$ cat src/rtl/ilod_pkg.sv
package ilod_pkg;

  // Quarter phases of one instruction cycle
  typedef enum logic [1:0] {
    ILOD_Q1,
    ILOD_Q2,
    ILOD_Q3,
    ILOD_Q4
  } ilod_phase_t;

  // Decoded operation of the latched instruction
  typedef enum logic [1:0] {
    ILOD_OP_NONE,
    ILOD_OP_ADD,
    ILOD_OP_BSET,
    ILOD_OP_FILL
  } ilod_op_t;

  // Widths
  localparam int unsigned ADDR_W = 12;
  localparam int unsigned BANK_W = 4;

  // Operand limits and access bank layout
  localparam logic [7:0]        OFFSET_LIMIT  = 8'h5F;
  localparam logic [7:0]        ACCESS_SPLIT  = 8'h60;
  localparam logic [BANK_W-1:0] ACCESS_LO_BNK = 4'h0;
  localparam logic [BANK_W-1:0] ACCESS_HI_BNK = 4'hF;

  // Opcode patterns and field positions
  localparam logic [5:0] ADD_OPC   = 6'h09;
  localparam logic [3:0] BSET_OPC  = 4'h8;
  localparam logic [6:0] FILL_OPC  = 7'h34;
  localparam int unsigned D_POS    = 9;
  localparam int unsigned A_POS    = 8;
  localparam int unsigned B_LSB    = 9;

  // Fill value and status bit positions
  localparam logic [7:0] FILL_VAL  = 8'hFF;
  localparam int unsigned ST_C     = 0;
  localparam int unsigned ST_DC    = 1;
  localparam int unsigned ST_Z     = 2;
  localparam int unsigned ST_OV    = 3;
  localparam int unsigned ST_N     = 4;

  // Values after reset
  localparam logic [7:0] WREG_RST   = 8'h00;
  localparam logic [4:0] STATUS_RST = 5'h00;
  localparam logic       EXT_RST    = 1'b0;

endpackage

$ cat src/rtl/ilod_addr_gen.sv
`timescale 1ns/1ps
module ilod_addr_gen (
  // Mode and operand
  input  wire logic                          ext_en,
  input  wire logic                          access_sel,
  input  wire logic [7:0]                    file_op,
  // Pointer and bank
  input  wire logic [ilod_pkg::ADDR_W-1:0]   frame_ptr,
  input  wire logic [ilod_pkg::BANK_W-1:0]   bank_sel,
  // Result
  output logic      [ilod_pkg::ADDR_W-1:0]   data_addr,
  output logic                               indexed
);

  // Offset mode only with extension on, select bit clear, small operand
  assign indexed = ext_en && !access_sel &&
                   (file_op <= ilod_pkg::OFFSET_LIMIT); // [RULE_01] [RULE_03]

  // Pointer plus offset, else bank or access location
  always_comb begin
    if (indexed) begin
      data_addr = frame_ptr + {4'h0, file_op}; // [RULE_02]
    end else if (access_sel) begin
      data_addr = {bank_sel, file_op}; // [RULE_10]
    end else if (file_op < ilod_pkg::ACCESS_SPLIT) begin
      data_addr = {ilod_pkg::ACCESS_LO_BNK, file_op}; // [RULE_10]
    end else begin
      data_addr = {ilod_pkg::ACCESS_HI_BNK, file_op};
    end
  end

endmodule

$ cat src/rtl/ilod_core.sv
`timescale 1ns/1ps
// Contract
// RULE_01 - Extension on: file operand up to 5Fh is an offset.
// RULE_02 - Indexed address is stack frame pointer plus offset, not access bank.
// RULE_03 - Offset meaning applies only with select bit zero, taken as zero.
// RULE_04 - Destination bit 0 writes accumulator, 1 writes the indexed location.
// RULE_05 - Add accumulator to indexed byte, updating N, OV, C, DC, Z.
// RULE_06 - Set selected bit of indexed byte; flags unchanged.
// RULE_07 - Write FFh to indexed byte; flags unchanged.
// RULE_08 - One word, one cycle: decode, read, process, write in quarters.
// RULE_09 - Configuration bit enables extension; zero after reset disables it. Decode uses the input bit directly; reset clears only ext_q.
// RULE_10 - Extension off: select zero is access bank, one is bank register.
module ilod_core (
  // Clock and reset
  input  wire logic                          mclk,
  input  wire logic                          sys_rst,
  // Configuration
  input  wire logic                          extension_config_bit,
  // Instruction fetch
  input  wire logic                          instr_valid,
  input  wire logic [15:0]                   instr_word,
  // Core pointer and bank
  input  wire logic [ilod_pkg::ADDR_W-1:0]   stack_frame_pointer,
  input  wire logic [ilod_pkg::BANK_W-1:0]   bank_select,
  // Accumulator load from the rest of the core
  input  wire logic                          w_load_en,
  input  wire logic [7:0]                    w_load_data,
  // Data memory
  input  wire logic [7:0]                    mem_rdata,
  output logic      [ilod_pkg::ADDR_W-1:0]   mem_addr_q,
  output logic                               mem_rd_q,
  output logic                               mem_wr_q,
  output logic      [7:0]                    mem_wdata_q,
  // Core state
  output logic                               q1_q,
  output logic                               indexed_q,
  output logic                               unknown_q,
  output logic      [7:0]                    wreg_q,
  output logic      [4:0]                    status_q
);

  ilod_pkg::ilod_phase_t phase_q;
  ilod_pkg::ilod_op_t    op_q;
  ilod_pkg::ilod_op_t    op_dec;
  logic                  ext_q;
  logic                  dest_q;
  logic [2:0]            bit_q;
  logic [7:0]            rdata_q;
  logic [ilod_pkg::ADDR_W-1:0] addr_dec;
  logic                  idx_dec;
  logic [8:0]            sum9;
  logic [4:0]            half5;
  logic [7:0]            bset_val;

  // Opcode decode of the fetched word
  always_comb begin
    if (instr_word[15:10] == ilod_pkg::ADD_OPC) begin
      op_dec = ilod_pkg::ILOD_OP_ADD;
    end else if (instr_word[15:12] == ilod_pkg::BSET_OPC) begin
      op_dec = ilod_pkg::ILOD_OP_BSET;
    end else if (instr_word[15:9] == ilod_pkg::FILL_OPC) begin
      op_dec = ilod_pkg::ILOD_OP_FILL;
    end else begin
      op_dec = ilod_pkg::ILOD_OP_NONE;
    end
  end

  // Effective address; the word decodes with the mode bit presented beside it
  ilod_addr_gen ilod_addr_gen_inst (
    .ext_en     (extension_config_bit), // [RULE_09]
    .access_sel (instr_word[ilod_pkg::A_POS]),
    .file_op    (instr_word[7:0]),
    .frame_ptr  (stack_frame_pointer),
    .bank_sel   (bank_select),
    .data_addr  (addr_dec),
    .indexed    (idx_dec)
  );

  // Quarter phase sequencer, free running
  always_ff @(posedge mclk) begin
    if (sys_rst) begin
      phase_q <= ilod_pkg::ILOD_Q1;
      q1_q    <= 1'b1;
    end else begin
      case (phase_q)
        ilod_pkg::ILOD_Q1: phase_q <= ilod_pkg::ILOD_Q2; // [RULE_08]
        ilod_pkg::ILOD_Q2: phase_q <= ilod_pkg::ILOD_Q3;
        ilod_pkg::ILOD_Q3: phase_q <= ilod_pkg::ILOD_Q4;
        ilod_pkg::ILOD_Q4: phase_q <= ilod_pkg::ILOD_Q1;
        default:           phase_q <= ilod_pkg::ILOD_Q1;
      endcase
      q1_q <= (phase_q == ilod_pkg::ILOD_Q4);
    end
  end

  // Extension enable, cleared by reset, refreshed each cycle start
  always_ff @(posedge mclk) begin
    if (sys_rst) begin
      ext_q <= ilod_pkg::EXT_RST; // [RULE_09]
    end else if (phase_q == ilod_pkg::ILOD_Q1) begin
      ext_q <= extension_config_bit; // [RULE_09]
    end
  end

  // Decode in Q1: latch operation, fields and address
  always_ff @(posedge mclk) begin
    if (sys_rst) begin
      op_q       <= ilod_pkg::ILOD_OP_NONE;
      dest_q     <= 1'b0;
      bit_q      <= 3'h0;
      mem_addr_q <= '0;
      indexed_q  <= 1'b0;
      unknown_q  <= 1'b0;
    end else if (phase_q == ilod_pkg::ILOD_Q1) begin
      op_q       <= instr_valid ? op_dec : ilod_pkg::ILOD_OP_NONE;
      dest_q     <= instr_word[ilod_pkg::D_POS];
      bit_q      <= instr_word[ilod_pkg::B_LSB +: 3];
      mem_addr_q <= addr_dec; // [RULE_02]
      indexed_q  <= instr_valid && (op_dec != ilod_pkg::ILOD_OP_NONE) && idx_dec;
      unknown_q  <= instr_valid && (op_dec == ilod_pkg::ILOD_OP_NONE);
    end else if (phase_q == ilod_pkg::ILOD_Q4) begin
      unknown_q  <= 1'b0;
    end
  end

  // Operand read strobe stands through Q2
  always_ff @(posedge mclk) begin
    if (sys_rst) begin
      mem_rd_q <= 1'b0;
    end else begin
      mem_rd_q <= (phase_q == ilod_pkg::ILOD_Q1) && instr_valid &&
                  (op_dec != ilod_pkg::ILOD_OP_NONE); // [RULE_08]
    end
  end

  // Arithmetic for the add and bit set operations
  assign sum9     = {1'b0, wreg_q} + {1'b0, mem_rdata};
  assign half5    = {1'b0, wreg_q[3:0]} + {1'b0, mem_rdata[3:0]};
  assign bset_val = mem_rdata | (8'h01 << bit_q);

  // Process in Q3: capture operand, form result for write-back
  always_ff @(posedge mclk) begin
    if (sys_rst) begin
      rdata_q     <= 8'h00;
      mem_wr_q    <= 1'b0;
      mem_wdata_q <= 8'h00;
    end else if (phase_q == ilod_pkg::ILOD_Q3) begin
      rdata_q <= mem_rdata;
      case (op_q)
        ilod_pkg::ILOD_OP_ADD: begin
          mem_wr_q    <= dest_q; // [RULE_04]
          mem_wdata_q <= sum9[7:0]; // [RULE_05]
        end
        ilod_pkg::ILOD_OP_BSET: begin
          mem_wr_q    <= 1'b1;
          mem_wdata_q <= bset_val; // [RULE_06]
        end
        ilod_pkg::ILOD_OP_FILL: begin
          mem_wr_q    <= 1'b1;
          mem_wdata_q <= ilod_pkg::FILL_VAL; // [RULE_07]
        end
        default: begin
          mem_wr_q    <= 1'b0;
        end
      endcase
    end else begin
      mem_wr_q <= 1'b0;
    end
  end

  // Accumulator: add result with destination 0 wins over external load
  always_ff @(posedge mclk) begin
    if (sys_rst) begin
      wreg_q <= ilod_pkg::WREG_RST;
    end else if ((phase_q == ilod_pkg::ILOD_Q3) && (op_q == ilod_pkg::ILOD_OP_ADD) &&
                 !dest_q) begin
      wreg_q <= sum9[7:0]; // [RULE_04]
    end else if (w_load_en) begin
      wreg_q <= w_load_data;
    end
  end

  // Status flags change only for the add
  always_ff @(posedge mclk) begin
    if (sys_rst) begin
      status_q <= ilod_pkg::STATUS_RST;
    end else if ((phase_q == ilod_pkg::ILOD_Q3) && (op_q == ilod_pkg::ILOD_OP_ADD)) begin
      status_q[ilod_pkg::ST_C]  <= sum9[8]; // [RULE_05]
      status_q[ilod_pkg::ST_DC] <= half5[4];
      status_q[ilod_pkg::ST_Z]  <= (sum9[7:0] == 8'h00);
      status_q[ilod_pkg::ST_N]  <= sum9[7];
      status_q[ilod_pkg::ST_OV] <= (wreg_q[7] == mem_rdata[7]) && (sum9[7] != wreg_q[7]);
    end
  end
endmodule

$ cat config.mk
export PLATFORM = sky130hd
export DESIGN_NAME = ilod_core
export DESIGN_NICKNAME = d
export VERILOG_FILES = /design/src/rtl/ilod_pkg.sv /design/src/rtl/ilod_addr_gen.sv /design/src/rtl/ilod_core.sv
export SDC_FILE = /design/constraint.sdc
export NUM_CORES = 1
export LEC_CHECK = 0
export BUFFER_PORTS_ARGS = -buffer_cell sky130_fd_sc_hd__buf_2
export CAP_MARGIN = 10
export CORE_MARGIN = 5
export CORE_UTILIZATION = 40
export DETAILED_ROUTE_END_ITERATION = 7
export HOLD_SLACK_MARGIN = 0.1
export PLACE_DENSITY = 0.65
export REMOVE_ABC_BUFFERS = 1
export SLEW_MARGIN = 20
export SYNTH_ARGS = -nofsm -noshare
export SYNTH_HDL_FRONTEND = slang
export SYNTH_SLANG_ARGS = --single-unit
$ cat constraint.sdc
create_clock -name mclk -period 3.3 [get_ports mclk]
set_clock_uncertainty 0.15 [all_clocks]
set_input_delay 0.495 -clock mclk [delete_from_list [all_inputs] [get_ports mclk]]
set_output_delay 0.495 -clock mclk [all_outputs]
set_load 0.02 [all_outputs]
**Word-level counts from Yosys, hierarchy flattened**

Index checks and enable logic that the tools add are counted.
Widths: inputs -> output; s select.

- Register bits: 46
- Logic and storage cells: 68

- $lt $le $gt $ge: 2
- Reduce and logical (&&, ||, !) cells: 22
- Bitwise gates (word level): 2
- Shift operators: 1
- Muxes and demuxes: 14
- Eq/ne operators: 11
- Add/sub/neg operators: 3

Operators by type and width:

| cell | count |
|---|---|
| $mux 12 | 3 |
| $pmux 8 s3 | 1 |
| $mux 8 | 2 |
| $add 12x8->12 | 1 |
| $logic_and 1x1->1 | 10 |
| $add 8x8->9 | 1 |
| $eq 2x2->1 const B | 4 |
| $le 8x7->1 const B | 1 |
| $logic_not 8->1 | 1 |
| $lt 8x7->1 const B | 1 |
| $mux 2 | 4 |
| $or 8x8->8 | 1 |
| $pmux 2 s4 | 1 |
| $shl 1x3->8 const A | 1 |
| $eq 7x6->1 const B | 1 |
| $eq 6x4->1 const B | 1 |
| $reduce_bool 2->1 | 3 |
| $add 4x4->5 | 1 |
| $eq 2x1->1 const B | 2 |
| $eq 4x4->1 const B | 1 |
| $logic_not 2->1 | 2 |
| $reduce_or 2->1 | 2 |
| $reduce_bool 3->1 | 1 |
| $logic_not 1->1 | 2 |
| 6 further kinds | 7 |

**Longest topological paths before layout**

Gate-level depths: netlist of the first run.

- Word-level depth: 7
- Gate-level depth with buffers: 9
- Gate-level depth less buffers: 9

**Modules after synthesis**

From an unflattened synthesis of the first run, not the netlist that was laid out.

- Cells, all modules: 345
- Area, all modules: 2887.8 um2

Modules (own cells, without submodules):

| module | times used | cells each | area an instance (um2) |
|---|---|---|---|
| ilod_core | 1 | 249 | 2259.7 |
| ilod_addr_gen | 1 | 96 | 628.1 |

**Worst setup path after synthesis of the first run**

OpenSTA, ideal clock, no wires.

- Path kind: register -> register
- From: register wreg_q[0]
- To: register status_q[2]
- Arrival: 2185 ps
- Library setup time: 84 ps
- Setup slack: 881 ps
- Stages on the path, launching flop included: 9
- Cell sequence: dfxtp_1 > ha_1 > inv_1 > fa_1 > xnor2_1 > nor4_1 > nand2_1 > or4_4 > o31ai_2

- Word-level cells in the longest chain between the ends: 2

RTL lines:

| element | RTL line | source |
|---|---|---|
| start: declaration | ilod_core.sv:38 | `output logic [7:0] wreg_q,` |
| start signal: assignment | ilod_core.sv:174 | `wreg_q <= ilod_pkg::WREG_RST;` |
| start signal: assignment | ilod_core.sv:177 | `wreg_q <= sum9[7:0];` |
| start signal: assignment | ilod_core.sv:179 | `wreg_q <= w_load_data;` |
| $add 8x8->9 | ilod_core.sv:137 | `assign sum9 = {1'b0, wreg_q} + {1'b0, mem_rdata};` |
| $logic_not 8->1 | ilod_core.sv:190 | `status_q[ilod_pkg::ST_Z] <= (sum9[7:0] == 8'h00);` |
| end signal: indexed assignment | ilod_core.sv:190 |  |
| end signal: indexed assignment | ilod_core.sv:191 | `status_q[ilod_pkg::ST_N] <= sum9[7];` |
| end signal: indexed assignment | ilod_core.sv:192 | `status_q[ilod_pkg::ST_OV] <= (wreg_q[7] == mem_rdata[7]) && (sum9[7] != wreg_q[7]);` |
| end: declaration | ilod_core.sv:39 | `output logic [4:0] status_q` |

Every way passes these cells.
A chain may end at the register's enable or synchronous reset.

**Final worst setup path of the first run**

Same ends and word-level chain as after synthesis.

==> impl_metrics.toml, run 1 <==
[setup_path]
end_kind = "flip-flop"
critPathKind = "reg -> reg"
r2r-end = "status_q[2]"
r2r-start = "wreg_q[0]"
path_cells = "ha_1 -> inv_1 -> fa_1 -> nor2b_4 -> o21ai_2 -> nand2b_1 -> xor2_1 -> or4_4 -> o31ai_2"
worstPathRequired_ps = 3370
cp_max_fo = 3
reg2reg_slack_ps = 900
r2r_cells = 9
critPathLaunchType = "flip-flop"
slowest_delay_ps = 530
slowest_stage = "or4_4"
arrival_ps = 2480

[global_routing]
met3_usage_pct = 4.46
grt_util_met1_pct = 20.1
grtUsageTotal_pct = 16.6
met2_usage_pct = 29.1
globalRouteOverflowTotal = 0
antenna_found_initial = 0
grt_start_max_net_pins = 48
grt_pass1_wl_mm = 11.9
grt_pass1_vias = 2634
grt.busiest_layer = "met2"

[placed_design]
io_buffers = 90
place.gp.congestion = 0.872
dp_hpwl_mm = 5.78
placedCellCount = 521

[worst_hold_path]
min_to = "unknown_q"
whs_path_depth = 2
hp-start = "unknown_q"
hold_class = "reg -> reg"

[finish]
nNetsFinal = 507
antenna_cells = 0
instances_no_fill = 529
drive_above_1_share_pct = 26.3
fin_util_pct = 50.4
area_growth_pct = 21.6

[yosys]
netlist_area_mm2 = 0.00285
synth_seq_area_share_pct = 31.6
synthDistinctLibCells = 50
ys.warnings.count = 0
synth_area_leaders = "dfxtp_1, ha_1, nor2_1"
synth_edf_count = 0
ys_ff_latch = 45
synth_cells = 350
async_reset_ff_share_pct = 0
synth-main-ff-cell = "dfxtp_1"
avgSynthCellArea_um2 = 8.13
netlist.area_leader.share_pct = 31.6
yosysTopAreaCell = "dfxtp_1"

[power]
powerDensity_mw_per_mm2 = 456
vdd_drop_max_mv = 0.206
totalPowerFinal_uw = 1580
power.leakage_uw = 0.00163

[die]
core_area_mm2 = 0.00687
std_cell_rows = 30
start_util_pct = 41.4
dieArea_mm2 = 0.00890
ios = 91
die-height_um = 94.4
die_w_um = 94.4

[route]
final_antenna_net_count = 0
totalWireLength_mm = 7.56
routedWlPerCell_um = 14.3
routed-via-count = 2792
drtIter0Drc = 89
vias_per_cell = 5.28
drc = 0
drtPass1Iterations = 4

[timing]
max_clock_freq_mhz = 416
period_share_pct = 72.8
relSlewSlack_pct = 51.6
tns_ps = 0
whs_ps = 300
hold_viol = 0
fin_crit_ps = 2400
finalSetupViolations = 0
rsz0062_at_grt = "no"
worstMarginPinSlew_ps = 726
slew_violations = 0

[clock_tree]
path_clk_slew_ps = 90
cts_buffers = 5
cts_tree = "built"
numClockSinks = 45
clock_latency_ps = 300
clock_path_buffers = 2
postCtsSetupRepairBufs = 0
cts_hold_buf = 0
post_cts_resize_count = 0
htree_levels = 2
root_buffer = "clkbuf_8"

[flow_run]
maxCapViolations = 0

[run_status]
outcome = "finished, final reports clean"
==> state kept, by name, indices dropped and copies added, names as in the netlist <==
name	flops
mem_addr_q	12
mem_wdata_q	8
wreg_q	8
status_q	5
bit_q	3
op_q	2
phase_q	2
indexed_q	1
mem_rd_q	1
mem_wr_q	1
q1_q	1
unknown_q	1
==> per-layer routing <==
layer	vias up	share of wire [%]
li1	1411	-
met1	1282	44
met2	90	47
met3	9	7.6
met4	0	1.3
met5	-	0
==> worst max-delay path: cells and delay by family (launching register included) <==
kind,cells,cell delay (ps)
xor gates and xnor gates,1,100
AOI/OAI and AO/OA,2,260
DFF,1,360
buffers and inverters,1,50
adders and majority gates,2,600
and+or+nand+nor,3,790
==> logic make-up after synthesis <==
kind of cell | synth area share (%)
and+or+nand+nor | 23.1
AOI/OAI and AO/OA | 20.3
DFF | 31.6
buffers and inverters | 4.66
adders and majority gates | 10.2
muxes | 6.73
xor gates and xnor gates | 3.38
==> placed cells by master (no fill, tap or decap), types with 4 or more instances in the layout <==
cell,instances
nand2_1,25
nand4_1,5
a21oi_1,27
nand2b_1,8
a21o_1,4
nor3_1,10
nor2_1,50
nor2b_1,7
clkbuf_8,5
xnor2_1,5
inv_1,15
a211oi_1,13
buf_4,4
o21ai_0,15
nand3_1,6
mux2i_1,18
ha_1,20
a311oi_1,7
nor4_1,4
buf_2,90
dfxtp_1,45
xor2_1,6
==> cells in the mapped netlist (all sizes together) (2+ instances only) <==
cell    count
a21o        4
nor2       50
nor3b       3
or3         3
a21oi      28
nor3       11
nor4        4
mux2i      18
a31oi       2
a41oi       2
o31a        2
o21a        3
and3        2
inv        15
o22ai       3
buf         4
nand2      25
nand4       5
xnor2       5
ha         20
dfxtp      45
nand2b      8
fa          2
nor2b       8
nand3       6
a311oi      7
a211oi     14
xor2        6
nand3b      3
clkbuf     15
o21ai      18
==> through the flow <==
| stage | instance area [um2] | setup slack [ps] |
|---|---|---|
| floorplan | 2770 | 881 |
| global placement | 3370 | 711 |
| detailed placement | 3370 | 603 |
| CTS | 3460 | 886 |
| global route | 3460 | 709 |
| finish | 3460 | 898 |
==> layout make-up <==
| class | instances | area [um2] |
|---|---|---|
| tap | 96 | 120 |
| clock buffer | 5 | 68.8 |
| inverter | 15 | 56.3 |
| timing repair buffer | 94 | 480 |
| sequential | 45 | 901 |
| multi-input combinational | 271 | 1810 |
| clock inverter | 3 | 21.3 |
| fill | 690 | 3410 |
==> how the worst max path moves through the flow <==
stage / startpoint / end / slack [ps] / cells past startpoint
final: wreg_q[0] / status_q[2] / 900 / 9
after global placement: instr_word[0] / mem_addr_q[6] / 710 / 10
after CTS: wreg_q[0] / status_q[2] / 890 / 9
after global routing: wreg_q[0] / status_q[2] / 710 / 8
after floorplan: wreg_q[0] / status_q[2] / 880 / 8
after detailed placement: instr_word[0] / mem_addr_q[6] / 600 / 10
==> power by group <==
group / switching [uW] / total, uW / internal [uW]
clock network: 205 / 355 / 151
registers: 53.8 / 663 / 609
logic: 327 / 559 / 232
total: 585 / 1580 / 992
Power figures use the tool's default switching activity.
==> run 2: changes to the inputs <==
Settings changed: PLACE_DENSITY 0.65 to 0.68.
Clock period 3.3 ns to 1.9 ns, I/O delays scaled along.
==> impl_metrics.toml, run 2 (synthesis results as in run 1) <==
[run_status]
outcome = "complete, but fails checks"
failed_checks = "setup timing"

[setup_path]
critPathLaunchType = "flip-flop"
path_cells = "ha_4 -> inv_2 -> fa_2 -> nor2b_4 -> o21ai_2 -> nand2b_1 -> xor2_1 -> or4_4 -> o31ai_2"
critPathKind = "reg -> reg"
slowest_delay_ps = 520
critPathBufInv = 1
slowest_stage = "or4_4"
arrival_ps = 2330
end_kind = "flip-flop"
reg2reg_slack_ps = -350
worstPathRequired_ps = 1970
cp_max_fo = 2
crit_family = "simple AND/OR/NAND/NOR gates"

[timing]
period_share_pct = 119
finalSetupViolations = 13
setup_ws_ps = -353
max_clock_freq_mhz = 444
tns_ps = -2780
worstMarginPinSlew_ps = 534
relSlewSlack_pct = 64.4
fin_crit_ps = 2250
slew_violations = 0
rsz0062_at_grt = "yes"
hold_viol = 0

[power]
pwr-share-seq_pct = 35.1
power.leakage_uw = 0.00199
clockPowerShare_pct = 26.7
pwr-share-comb_pct = 38.2
switching_share_pct = 33.3
netSwitchingPower_uw = 1090
powerDensity_mw_per_mm2 = 783
vdd_drop_max_mv = 0.401
totalPowerFinal_uw = 3270
p_int_uw = 2180

[clock_tree]
htree_levels = 2
numClockSinks = 45
clock_latency_ps = 300
clock_path_buffers = 2
root_buffer = "clkbuf_8"
cts_buffers = 5
path_clk_slew_ps = 90
cts_tree = "built"

[global_routing]
grt_start_max_net_pins = 48
grt_pass1_vias = 2997
antenna_found_initial = 0
globalRouteOverflowTotal = 0
grt_pass1_wl_mm = 13.4
grtUsageTotal_pct = 18.6

[route]
vias_per_cell = 5.15
routedWlPerCell_um = 14.5
drtIter0Drc = 83
drc = 0
totalWireLength_mm = 8.57
final_antenna_net_count = 0
drtPass1Iterations = 5
routed-via-count = 3050

[finish]
top_regs = "mem_addr_q (12), mem_wdata_q (8), wreg_q (8)"
largest_reg_flops = 12
drive_above_1_share_pct = 40.5
final_cell_mix = "buf_2, buf_4, nor2_1"
nNetsFinal = 570
antenna_cells = 0
regMostFlops = "mem_addr_q"
final_common_cell = "buf_2"
fillCellCount = 626
fin_util_pct = 60.8
area_growth_pct = 46.6

[die]
die-height_um = 94.4
std_cell_rows = 30
dieArea_mm2 = 0.00890
core_area_mm2 = 0.00687
ios = 91
start_util_pct = 41.4
die_w_um = 94.4

[placed_design]
io_buffers = 90
dp_hpwl_mm = 6.38
place.gp.congestion = 0.894

[worst_hold_path]
hold_class = "in -> reg"

[flow_run]
maxCapViolations = 0
run 2: per-layer routing:
layer	track usage, %	wire length [um]	vias up
li1	-	-	1536
met1	23.2	3680	1407
met2	32.8	4230	99
met3	3.90	560	8
met4	4.57	90	0
met5	0	0	-
run 2: worst paths after layout:
check | from | to | depth (start not counted)
worst max register to register | wreg_q[0] | status_q[2] | 9
worst min-delay path | instr_word[10] | bit_q[1] | 3
worst min register to register | mem_wdata_q[4] | mem_wdata_q[4] | 2
worst max-delay path | wreg_q[0] | status_q[2] | 9
run 2: power by group through the flow:
stage	registers, uW	logic (uW)	clock network [uW]
global placement	1160	1140	0
detailed placement	1170	1160	0
finish	1150	1250	871
global route	1160	1360	931
floorplan	1260	548	0
CTS	1150	1200	891
run 2: timing repair:
action	4_1_cts	5_1_grt
resized for setup	27	21
hold endpoints to repair	2	0
pin swaps	22	18
setup buffers	7	4
endpoints found under the setup margin	17	21
hold buffers	2	0
run 2: worst register-to-register path, stage by stage, from the launching register on:
cell and delay, ps:
dfxtp_2 360, ha_4 130, inv_2 30, fa_2 360
nor2b_4 150, o21ai_2 60, nand2b_1 120, xor2_1 100
or4_4 520, o31ai_2 180
run 2: layout make-up:
class / instances / area (um2) / share of cell area, %
repair buffers: 157 / 1010 / 24.3
inverters: 15 / 56.3 / 1.35
clock inverters: 3 / 65.1 / 1.56
flip-flops and latches: 45 / 903 / 21.6
well taps: 96 / 120 / 2.88
clock buffers: 5 / 68.8 / 1.65
multi-input cells: 271 / 1950 / 46.6
run 2: stage by stage:
| step | area (um2) | hold WS (ps) | cells | worst slack, ps |
|---|---|---|---|---|
| floorplan | 2770 | 204 | 331 | -519 |
| global placement | 3770 | 289 | 572 | -465 |
| detailed placement | 3770 | 296 | 572 | -551 |
| CTS | 4050 | 104 | 589 | -375 |
| global route | 4170 | 104 | 592 | -425 |
| finish | 4170 | 106 | 592 | -353 |
